[src/pkg/cir_consts.svh]
`ifndef CIR_CONSTS_SVH
`define CIR_CONSTS_SVH

// command indices that reach the registers
`define CIR_CMD_GO_IDLE 6'h00
`define CIR_CMD_ALL_SEND_ID 6'h02
`define CIR_CMD_IF_COND 6'h08
`define CIR_CMD_SEND_CSD 6'h09
`define CIR_CMD_SEND_ID 6'h0A
`define CIR_CMD_PROG_CSD 6'h1B
`define CIR_CMD_OP_COND 6'h29

// operating_conditions field positions
`define CIR_OCR_BUSY_N 31
`define CIR_OCR_CAPACITY 30
`define CIR_OCR_DIFF_IF 29
`define CIR_OCR_LOW_VOLT 24
`define CIR_OCR_WIN_HI 23
`define CIR_OCR_WIN_LO 15
`define CIR_OCR_DUAL_VOLT 7
`define CIR_OCR_RESET 32'h0000_0000

// card_identification field positions
`define CIR_CID_MAKER_LO 120
`define CIR_CID_APP_LO 104
`define CIR_CID_NAME_LO 64
`define CIR_CID_REV_LO 56
`define CIR_CID_SERIAL_LO 24
`define CIR_CID_YEAR_LO 12
`define CIR_CID_MONTH_LO 8
`define CIR_CRC_LO 1
`define CIR_CRC_BODY_W 120

// card_specific_data layout
`define CIR_CSD_VER_LO 126
`define CIR_CSD_VER_1 2'h0
`define CIR_CSD_VER_2 2'h1
`define CIR_CSD_RO_MASK 110'h00FF_FFFF_FFFF_F3FF_FFFF_FFFF_9FE0
`define CIR_CSD_PROG_MASK 8'hFC
`define CIR_CSD_PROG_RESET 8'h00
`define CIR_W1_FMT_GRP 8'h80
`define CIR_W1_COPY 8'h40
`define CIR_W1_PERM_WP 8'h20
`define CIR_W1_FMT 8'h0C
`define CIR_W1_FIELDS 4

// power-up timing
`define CIR_CLK_PERIOD_NS 10
`define CIR_POWERUP_TIME_US 1000
`define CIR_POWERUP_CYCLES ((`CIR_POWERUP_TIME_US * 1000) / `CIR_CLK_PERIOD_NS)
`define CIR_PWR_CNT_W 20

`endif

[src/pkg/cir_pkg.sv]
`include "cir_consts.svh"

package cir_pkg;

  // power-up progress of the card
  typedef enum logic {
    CIR_POWERING,
    CIR_READY
  } cir_phase_t;

  // whole state of the register set
  typedef struct packed {
    cir_phase_t phase;
    logic [`CIR_PWR_CNT_W-1:0] pwr_cnt;
    logic dual_volt;
    logic low_volt_ok;
    logic [`CIR_W1_FIELDS-1:0] once_done;
    logic [7:0] csd_prog;
    logic resp_valid;
    logic resp_long;
    logic resp_error;
    logic [127:0] resp_data;
  } cir_state_t;

endpackage : cir_pkg

[src/rtl/cir_crc7.sv]
`timescale 1ns/1ps

module cir_crc7 #(
  parameter int unsigned DATA_W = 120
)(
  input wire logic [DATA_W-1:0] data,
  output logic [6:0] crc
);

  // serial crc7, msb first, seeded with zero, taps x^7 + x^3 + 1
  always_comb begin
    logic fb;
    fb = 1'b0;
    crc = 7'h00;
    for (int i = DATA_W - 1; i >= 0; i--) begin
      fb = data[i] ^ crc[6];
      crc = {crc[5:0], 1'b0};
      if (fb) begin
        crc = crc ^ 7'h09;
      end
    end
  end

endmodule : cir_crc7

[src/rtl/cir_card_regs.sv]
`timescale 1ns/1ps
`include "cir_consts.svh"


module cir_card_regs #(
  parameter logic [7:0] MAKER_CODE = 8'h5A, // arbitrary value
  parameter logic [15:0] APP_CODE = 16'h5858, // arbitrary value
  parameter logic [39:0] PRODUCT_NAME = 40'h43_4152_4431,
  parameter logic [3:0] REV_MAJOR = 4'h1,
  parameter logic [3:0] REV_MINOR = 4'h0,
  parameter logic [31:0] SERIAL_NUMBER = 32'h0000_0001,
  parameter logic [7:0] MFG_YEAR = 8'h00,
  parameter logic [3:0] MFG_MONTH = 4'h1,
  parameter logic [8:0] VOLT_WINDOW = 9'h1FF,
  parameter bit HIGH_CAPACITY = 1'b1,
  parameter bit DUAL_VOLTAGE = 1'b1,
  parameter bit LOW_VOLT_SUPPORT = 1'b0,
  parameter bit DIFF_IF_SUPPORT = 1'b0,
  parameter logic [109:0] CSD_BODY = 110'h0,
  parameter int unsigned POWERUP_CYCLES = `CIR_POWERUP_CYCLES
)(
  input wire logic sys_clk,
  input wire logic rst_b,
  input wire logic cmd_valid,
  input wire logic [5:0] cmd_index,
  input wire logic [31:0] cmd_arg,
  input wire logic [127:0] prog_data,
  output logic resp_valid,
  output logic resp_long,
  output logic resp_error,
  output logic [127:0] resp_data
);

  // last count of the power-up wait; never below one cycle
  localparam int unsigned PWR_WAIT = (POWERUP_CYCLES < 1) ? 1 : POWERUP_CYCLES;
  localparam logic [`CIR_PWR_CNT_W-1:0] PWR_LAST = `CIR_PWR_CNT_W'(PWR_WAIT - 1);

  // write-once field masks within csd bits 15:8
  localparam logic [7:0] W1_MASK [`CIR_W1_FIELDS] = '{
    `CIR_W1_FMT_GRP,
    `CIR_W1_COPY,
    `CIR_W1_PERM_WP,
    `CIR_W1_FMT
  };

  cir_pkg::cir_state_t cur;
  cir_pkg::cir_state_t nxt;

  logic ready;
  logic [31:0] ocr_image;
  logic [127:0] cid_image;
  logic [127:0] csd_image;
  logic [6:0] cid_crc;
  logic [6:0] csd_crc;
  logic [119:0] cid_body;
  logic [119:0] csd_body;
  logic [109:0] csd_fixed;
  logic [1:0] layout_version;
  logic [7:0] prog_req;
  logic [`CIR_W1_FIELDS-1:0] once_change;
  logic [`CIR_W1_FIELDS-1:0] once_blocked;
  logic ro_mismatch;
  logic prog_reject;

  assign ready = (cur.phase == cir_pkg::CIR_READY);

  // operating conditions, rebuilt every cycle from live state
  always_comb begin
    ocr_image = `CIR_OCR_RESET;
    ocr_image[`CIR_OCR_BUSY_N] = ready;
    // capacity reads zero while busy so a host cannot act on it early
    ocr_image[`CIR_OCR_CAPACITY] = ready & HIGH_CAPACITY;
    ocr_image[`CIR_OCR_DIFF_IF] = DIFF_IF_SUPPORT;
    ocr_image[`CIR_OCR_LOW_VOLT] = cur.low_volt_ok;
    ocr_image[`CIR_OCR_WIN_HI:`CIR_OCR_WIN_LO] = VOLT_WINDOW;
    ocr_image[`CIR_OCR_DUAL_VOLT] = cur.dual_volt;
  end

  // identification body: every field a build-time constant
  assign cid_body = {
    MAKER_CODE,
    APP_CODE,
    PRODUCT_NAME,
    REV_MAJOR,
    REV_MINOR,
    SERIAL_NUMBER,
    4'h0,
    MFG_YEAR,
    MFG_MONTH
  };

  cir_crc7 #(
    .DATA_W(`CIR_CRC_BODY_W)
  ) u_cid_crc (
    .data(cid_body),
    .crc(cid_crc)
  );

  // trailing bit of the register is always one
  assign cid_image = {cid_body, cid_crc, 1'b1};

  // structure version follows the capacity class
  assign layout_version = HIGH_CAPACITY ? `CIR_CSD_VER_2 : `CIR_CSD_VER_1;

  // reserved slots of the body are forced low whatever the parameter holds
  assign csd_fixed = CSD_BODY & `CIR_CSD_RO_MASK;

  // programmable byte masked so its reserved pair stays zero
  assign csd_body = {layout_version, csd_fixed, cur.csd_prog & `CIR_CSD_PROG_MASK};

  cir_crc7 #(
    .DATA_W(`CIR_CRC_BODY_W)
  ) u_csd_crc (
    .data(csd_body),
    .crc(csd_crc)
  );

  // crc is recomputed so it always matches the stored contents
  assign csd_image = {csd_body, csd_crc, 1'b1};

  // program request: compare against what the card already holds
  assign prog_req = prog_data[15:8];
  assign ro_mismatch = (prog_data[127:16] != csd_image[127:16]) |
                       (|(prog_req & ~`CIR_CSD_PROG_MASK));

  // one check per write-once field
  genvar gi;
  generate
    for (gi = 0; gi < `CIR_W1_FIELDS; gi++) begin : g_once
      assign once_change[gi] = |((prog_req ^ cur.csd_prog) & W1_MASK[gi]);
      assign once_blocked[gi] = once_change[gi] & cur.once_done[gi];
    end
  endgenerate

  // a rejected program leaves every cell as it was
  assign prog_reject = ro_mismatch | (|once_blocked);

  // next-state logic: power-up, command decode, responses
  always_comb begin
    nxt = cur;
    // responses last a single cycle
    nxt.resp_valid = 1'b0;
    nxt.resp_long = 1'b0;
    nxt.resp_error = 1'b0;

    // internal power-up sequence
    case (cur.phase)
      cir_pkg::CIR_POWERING: begin
        if (cur.pwr_cnt == PWR_LAST) begin
          nxt.phase = cir_pkg::CIR_READY;
        end else begin
          nxt.pwr_cnt = cur.pwr_cnt + `CIR_PWR_CNT_W'(1);
        end
      end
      cir_pkg::CIR_READY: begin
        nxt.pwr_cnt = cur.pwr_cnt;
      end
      default: begin
        nxt.phase = cir_pkg::CIR_POWERING;
      end
    endcase

    // the only path into the registers is a command
    if (cmd_valid) begin
      case (cmd_index)
        `CIR_CMD_GO_IDLE: begin
          // back to idle forgets the negotiated flags, not power-up
          nxt.dual_volt = 1'b0;
          nxt.low_volt_ok = 1'b0;
        end
        `CIR_CMD_IF_COND: begin
          nxt.dual_volt = DUAL_VOLTAGE;
          nxt.resp_valid = 1'b1;
          nxt.resp_data = {116'h0, cmd_arg[11:0]};
        end
        `CIR_CMD_OP_COND: begin
          // switch accepted only when asked for, supported and powered
          if (ready && LOW_VOLT_SUPPORT && cmd_arg[`CIR_OCR_LOW_VOLT]) begin
            nxt.low_volt_ok = 1'b1;
          end
          nxt.resp_valid = 1'b1;
          nxt.resp_data = {96'h0, ocr_image};
          if (ready && LOW_VOLT_SUPPORT && cmd_arg[`CIR_OCR_LOW_VOLT]) begin
            nxt.resp_data[`CIR_OCR_LOW_VOLT] = 1'b1;
          end
        end
        `CIR_CMD_ALL_SEND_ID,
        `CIR_CMD_SEND_ID: begin
          if (ready) begin
            nxt.resp_valid = 1'b1;
            nxt.resp_long = 1'b1;
            nxt.resp_data = cid_image;
          end
        end
        `CIR_CMD_SEND_CSD: begin
          if (ready) begin
            nxt.resp_valid = 1'b1;
            nxt.resp_long = 1'b1;
            nxt.resp_data = csd_image;
          end
        end
        `CIR_CMD_PROG_CSD: begin
          if (ready) begin
            nxt.resp_valid = 1'b1;
            nxt.resp_data = 128'h0;
            if (prog_reject) begin
              nxt.resp_error = 1'b1;
            end else begin
              nxt.csd_prog = prog_req & `CIR_CSD_PROG_MASK;
              nxt.once_done = cur.once_done | once_change;
            end
          end
        end
        default: begin
          // commands outside this set get no answer here
          nxt.resp_valid = 1'b0;
        end
      endcase
    end
  end

  // single state register, synchronous active-low reset
  always_ff @(posedge sys_clk) begin
    if (!rst_b) begin
      cur.phase <= cir_pkg::CIR_POWERING;
      cur.pwr_cnt <= '0;
      cur.dual_volt <= 1'b0;
      cur.low_volt_ok <= 1'b0;
      cur.once_done <= '0;
      cur.csd_prog <= `CIR_CSD_PROG_RESET;
      cur.resp_valid <= 1'b0;
      cur.resp_long <= 1'b0;
      cur.resp_error <= 1'b0;
      cur.resp_data <= 128'h0;
    end else begin
      cur <= nxt;
    end
  end

  // outputs come straight from the state register
  assign resp_valid = cur.resp_valid;
  assign resp_long = cur.resp_long;
  assign resp_error = cur.resp_error;
  assign resp_data = cur.resp_data;

endmodule : cir_card_regs

[config.mk]
export PLATFORM = sky130hd
export DESIGN_NAME = cir_card_regs
export DESIGN_NICKNAME = d
export VERILOG_FILES = /design/src/pkg/cir_pkg.sv /design/src/rtl/cir_crc7.sv /design/src/rtl/cir_card_regs.sv
export VERILOG_INCLUDE_DIRS = /design/src /design/src/pkg
export SDC_FILE = /design/constraint.sdc
export NUM_CORES = 1
export LEC_CHECK = 0
export BUFFER_PORTS_ARGS = -buffer_cell sky130_fd_sc_hd__buf_4
export CORE_AREA = 2 2 117 119
export DETAILED_ROUTE_END_ITERATION = 6
export DIE_AREA = 0 0 119 121
export HOLD_SLACK_MARGIN = 0.08
export MAX_ROUTING_LAYER = met4
export PLACE_DENSITY_LB_ADDON = 0.2
export SLEW_MARGIN = 20
export SYNTH_ARGS = -nofsm -noshare
export SYNTH_HDL_FRONTEND = slang
export SYNTH_SLANG_ARGS = --single-unit
[constraint.sdc]
create_clock -name sys_clk -period 2.5 [get_ports sys_clk]
set_clock_uncertainty 0.15 [all_clocks]
set_input_delay 0.125 -clock sys_clk [delete_from_list [all_inputs] [get_ports sys_clk]]
set_output_delay 0.125 -clock sys_clk [all_outputs]
set_load 0.02 [all_outputs]
==> out/metrics.cfg, run 1 <==
[status]
outcome = completed

[layout]
area_delta_synth_final_pct = 32.3
nets = 812
multi_input_area_sq_um = 2170
drive_above_1_share = 0.387
finalInstanceArea_sq_um = 5410
seqCellArea_sq_um = 1100
fillers = 1338

[grt]
grt_overflow = 0
grt_pass1_vias = 3383
grt_max_degree = 39
antenna_found_initial = 1
grtUsageTotal = 0.157
grt_pass1_wl_mm = 17.8

[yosys]
netlist_area_sq_um = 4090
synth-edff-count = 0
ys_seq_area_frac = 0.269
ys.flop_type = dfxtp_1
netlist_instances = 488
synth_async_sr_flop_share = 0
ys_ff_latch = 55
synthTopCellsByArea = dfxtp_1 (27%), buf_4 (24%), nor4_1 (4.4%)
yosysTopAreaCell = dfxtp_1
synth_cell_types = 58
avgSynthCellArea_sq_um = 8.38
yosysWarnings = 0
netlist.area_leader.share = 0.269

[place]
port_buffers = 194
place_area_sq_um = 5030
hpwl_mm = 9.14
place_ws_ps = 227
globalplace.congestion = 0.904

[detailed_routing]
via_count = 3676
ant_nets = 0
wl_per_cell_um = 14.0
dr.pass1.iters = 4
route.detailed.drc = 0
drt-total-wl_mm = 11.5
drt_iter0_markers = 282
vias_per_cell = 4.48

[setup_path]
worst-setup-path-type = primary input to flip-flop
end_kind = flip-flop
cp_cell_sequence = dlygate4sd3_1, buf_4, or3_4, or3b_4, o21a_2, nor2_4, a211oi_2
cp_max_fo = 11
worstReg2RegStart = ready
arrival_ps = 2360
crit_slowest_cell = dlygate4sd3_1
reg2reg_depth = 5
critPathRequiredTime_ps = 2510
r2r-end = csd_body[5]
r2r_slack_ps = 290
start_kind = primary input
slowest_delay_ps = 570

[clock_network]
tritoncts = built
cts-buffers-inserted = 5
insertion_delay_ps = 290
postCtsSetupRepairBufs = 0
htreeDepth = 2
cts_sinks = 55
clk_pin_slew_ps = 70
clk_path_buf_depth = 2
clockRootBuffer = clkbuf_16

[pwr]
p_leak_uw = 0.00246
switchingPower_uw = 566
pwr-share-seq = 0.418
ir_worst_vdd_mv = 0.232
switching_share = 0.266
p_int_uw = 1560
p_comb_frac = 0.205
power_uw = 2130
power_density_nw_per_um2 = 393
power_frac_clock = 0.377

[run]
drv_cap = 0

[timing]
tns_ps = 0
maxSlewViolCount = 0
min_period_ps = 2340
whs_ps = 90.3
min_period_over_period = 0.937
slew_headroom = 0.512
worstMarginPinSlew_ps = 730
hold_viol_final = 0
fin_ws_ps = 158
rsz0062_at_grt = no
finalSetupViolations = 0
max_freq_mhz = 427

[die]
num_rows = 42
core_area_sq_um = 13100
die_w_um = 119
start_util = 0.313
chipHeight_um = 121
ioPinCount = 300
dieArea_sq_um = 14400

[min_path]
hp-start = cmd_arg[1]
hold_path_class = primary input to flip-flop
whs_path_depth = 3
holdPathEnd = resp_data[1]

[timing repair]
item / in CTS / in global routing
resized for setup: 0 / 1
setup endpoints to repair: 0 / 1
hold buffers: 20 / 0
hold endpoints to repair: 22 / 0
[critical path: cells and delay by family]
family	cells	cell delay (ps)
AO/OA/AOI/OAI	2	320
buffers and inverters	2	750
AND/OR/NAND/NOR	3	1150
[registers in the layout, summed over array words and instances (netlist names)]
signal and count:
cur 25, resp_data 20, csd_body 6, ready 1, resp_error 1, resp_long 1
resp_valid 1
[area by class of cell]
cell class                 count  share of cell area
timing repair buffer         224               0.320
antenna                        1            0.000463
clock buffer                   5              0.0231
inverter                       5             0.00347
sequential                    55               0.204
tap                          176              0.0407
clock inverter                 3             0.00809
multi-input combinational    351               0.401
[cell usage in the layout, fill, tap and decap left out, types with 12 or more instances in the layout]
cell           count
buf_4            204
a21oi_1           20
dfxtp_1           55
dlygate4sd3_1     20
a211oi_2          12
mux2i_1           14
nor4_1            29
xnor2_1           12
nand2_1           38
nor2_1            13
conb_1            77
nand4_1           15
[metal layers]
layer,global-route usage,up-vias,part of all wire
met5,-,-,0
li1,-,1839,-
met4,0.0253,0,0.0063
met1,0.208,1687,0.46
met3,0.0263,10,0.053
met2,0.257,140,0.49
[Yosys cell counts (3+ instances only)]
library cell / count
nor3_1: 10
buf_4: 129
a22oi_1: 4
nand2b_1: 7
or3_1: 3
nand3b_1: 3
clkbuf_1: 17
nor4_1: 29
a2111oi_0: 5
mux2i_1: 14
a211oi_2: 12
nor2_1: 13
a221oi_1: 5
o21ai_0: 9
nand3_1: 10
xor2_1: 9
buf_2: 3
inv_1: 3
dfxtp_1: 55
a21oi_1: 20
nand4_1: 15
and3_1: 5
buf_6: 4
o21a_1: 4
o21ai_1: 4
xnor2_1: 12
a21oi_2: 8
nand2_1: 38
[kinds of logic after synthesis]
kind of cell / after synthesis / share of synthesized area
compound gates: 85 / 0.160
xor+xnor: 21 / 0.0450
fa+ha+maj: 1 / 0.00306
buf+inv: 158 / 0.272
flops: 55 / 0.269
mux: 14 / 0.0343
other cells: 1 / 0.000917
simple gates: 153 / 0.216
[power by group through the flow]
stage               Clock, uW  Sequential (uW)  Combinational, uW
global route              863              890                471
floorplan                   0              908                304
CTS                       824              889                435
finish                    801              889                436
detailed placement          0              910                409
global placement            0              909                404
[worst max-delay path by stage]
stage | start | depth (start not counted) | slack, ps | endpoint
after global placement | prog_data[86] | 6 | 170 | csd_body[6]
after detailed placement | prog_data[86] | 6 | 230 | csd_body[5]
after CTS | cmd_index[1] | 7 | 170 | resp_data[5]
after global routing | cmd_index[1] | 8 | 50 | resp_data[13]
final | cmd_index[1] | 7 | 160 | resp_data[5]
after floorplan | cur[145] | 6 | 590 | cur[147]
[per-stage QoR]
| step | utilization | std cells |
|---|---|---|
| finish | 0.413 | 820 |
| global route | 0.413 | 820 |
| CTS | 0.413 | 819 |
| detailed placement | 0.385 | 791 |
| global placement | 0.385 | 791 |
| floorplan | - | 564 |
(Power assumes the default switching activity.)
==> inputs of run 2 (changes only) <==
CORE_AREA = 2 2 115 117   (was 2 2 117 119)
DIE_AREA = 0 0 117 119   (was 0 0 119 121)
clock period = 1.93 ns   (was 2.5 ns; I/O delays follow)
==> run 2 against run 1 <==
Core utilization increased by 4.0 points. Count of clock-buffer cells in the layout unchanged. Via count increased by 5.6%. Setup slack got worse by 82 ps. Clock power increased by 20%. Die area decreased by 3.3%. Critical endpoint is now cur[150].
==> out/metrics.cfg, run 2 (synthesis gave the netlist of run 1 again) <==
[die]
chipHeight_um = 119  ; -1.7%
num_rows = 42  ; unchanged
core_area_sq_um = 12900  ; -1.6%
start_util = 0.318  ; +0.00510
die_w_um = 117  ; -1.7%
dieArea_sq_um = 13900  ; -3.3%
ioPinCount = 300  ; unchanged

[place]
port_buffers = 194  ; unchanged
place_ws_ps = -273  ; -500 ps
hpwl_mm = 9.49  ; +3.9%
globalplace.congestion = 0.831  ; -8.0%
place_area_sq_um = 5320  ; +5.7%

[detailed_routing]
vias_per_cell = 4.52  ; +0.78%
dr.pass1.iters = 5  ; +1
wl_per_cell_um = 14.0  ; -0.37%
drt_iter0_markers = 245  ; -13%
drt-total-wl_mm = 12.0  ; +4.4%
via_count = 3881  ; +5.6%
route.detailed.drc = 0  ; unchanged
ant_nets = 0  ; unchanged

[timing]
maxSlewViolCount = 0  ; unchanged
min_period_ps = 1850
rsz0062_at_grt = yes
hold_viol_final = 0  ; unchanged
max_freq_mhz = 539
worstMarginPinSlew_ps = 853  ; +122 ps
slew_headroom = 0.430  ; -0.0821
fin_ws_ps = 76.2  ; -82.2 ps
min_period_over_period = 0.961
finalSetupViolations = 0  ; unchanged

[clock_network]
clk_pin_slew_ps = 80  ; about the same
tritoncts = built
clockRootBuffer = clkbuf_16
clk_path_buf_depth = 2  ; unchanged
insertion_delay_ps = 300  ; about the same
htreeDepth = 2  ; unchanged
cts-buffers-inserted = 5  ; unchanged
cts_sinks = 55  ; unchanged

[pwr]
switching_share = 0.290  ; +0.0231
p_int_uw = 1930  ; +24%
power_density_nw_per_um2 = 464  ; +18%
ir_worst_vdd_mv = 0.322  ; +39%
pwr-share-seq = 0.424  ; +0.006
p_comb_frac = 0.221  ; +0.016
switchingPower_uw = 786  ; +39%
power_frac_clock = 0.355  ; -0.022
p_leak_uw = 0.00269  ; +9.4%

[layout]
final_common_cell = buf_4
area_delta_synth_final_pct = 42.8
largest_reg_flops = 25  ; unchanged
drive_above_1_share = 0.432  ; +0.0447
antenna_cells = 0  ; -1
seqCellArea_sq_um = 1100  ; +0.34%
fillers = 1274  ; -4.8%
multi_input_area_sq_um = 2260  ; +4.4%
regMostFlops = cur
finalInstanceArea_sq_um = 5840  ; +8.0%
final_cell_mix = buf_4 (236), conb_1 (77), dfxtp_1 (52), nand2_1 (37), nor4_1 (28)
nets = 852  ; +4.9%

[setup_path]
critPathRequiredTime_ps = 1970  ; -540 ps
worst-setup-path-type = flip-flop to flip-flop
start_kind = flip-flop
cp_max_fo = 5  ; -6
arrival_ps = 1900  ; -460 ps
end_kind = flip-flop

[run]
drv_cap = 0  ; unchanged

[grt]
grtUsageTotal = 0.171  ; +0.0138
antenna_found_initial = 0  ; -1
grt_max_degree = 26  ; -33%
grt_pass1_vias = 3627  ; +7.2%
grt_pass1_wl_mm = 18.4  ; +3.0%
grt_overflow = 0  ; unchanged

[status]
outcome = completed

[min_path]
hold_path_class = primary input to flip-flop

-- run 2: changes by cell type in the layout (fill, tap and decap cells not counted), sizes merged --
cell | before | now
dlygate4sd3 | 20 | 25
bufinv | 1 | 0
buf | 204 | 239
diode | 1 | 0
clkinvlp | 0 | 1
clkinv | 4 | 2
inv | 3 | 5
-- run 2: stage by stage --
step	total power, uW	setup TNS [ps]	std cells	hold slack [ps]	util
5_1_grt	2840	-16.0	859	99.7	0.454
2_1_floorplan	1570	0	564	85.3	-
4_1_cts	2740	0	857	88.4	0.446
6_report	2710	0	859	76.2	0.454
3_5_place_dp	1730	-2730	824	221	0.413
3_3_place_gp	1720	-2480	824	216	0.413
-- run 2: cell type report --
class,count,share of cell area
inverter,5,0.00321
sequential,55,0.189
clock inverter,3,0.00471
clock buffer,5,0.0214
timing repair buffer,264,0.356
multi-input combinational,351,0.387
tap,176,0.0377
-- run 2: what timing repair did --
action,in CTS,in global routing
resized for setup,4,17
pin swaps,2,5
gates cloned,0,0
setup buffers,0,2
hold buffers,25,0
endpoints found under the setup margin,7,26
hold endpoints to repair,32,0
-- run 2: worst paths after layout --
check               start  cells after the start  slack (ps)            end
max              cur[145]                      8          80       cur[150]
min reg2reg      cur[141]                      2         300       cur[141]
max reg2reg      cur[145]                      8          80       cur[150]
min          cmd_index[5]                      3          80  resp_data[15]
-- run 2: power by group through the flow --
| stage | clock (uW) | sequential, uW | combinational (uW) |
|---|---|---|---|
| 2_1_floorplan | 0 | 1180 | 394 |
| 4_1_cts | 994 | 1150 | 593 |
| 3_5_place_dp | 0 | 1180 | 550 |
| 5_1_grt | 1040 | 1150 | 648 |
| 3_3_place_gp | 0 | 1180 | 543 |
| 6_report | 964 | 1150 | 599 |
-- run 2: critical path: stages, from the launching register on --
cell       delay [ps]
dfxtp_2           340
ha_2              180
nand2_2            80
nor4_4            390
buf_4             210
a2111oi_0          90
buf_4             150
xnor2_2           110
nor2_1             50
-- run 2: layer usage --
metal / wire (um) / global-route usage / vias up
met3: 774 / 0.0321 / 16
met1: 5390 / 0.221 / 1780
met2: 5710 / 0.278 / 168
met5: 0 / - / -
li1: - / - / 1917
met4: 123 / 0.0375 / 0
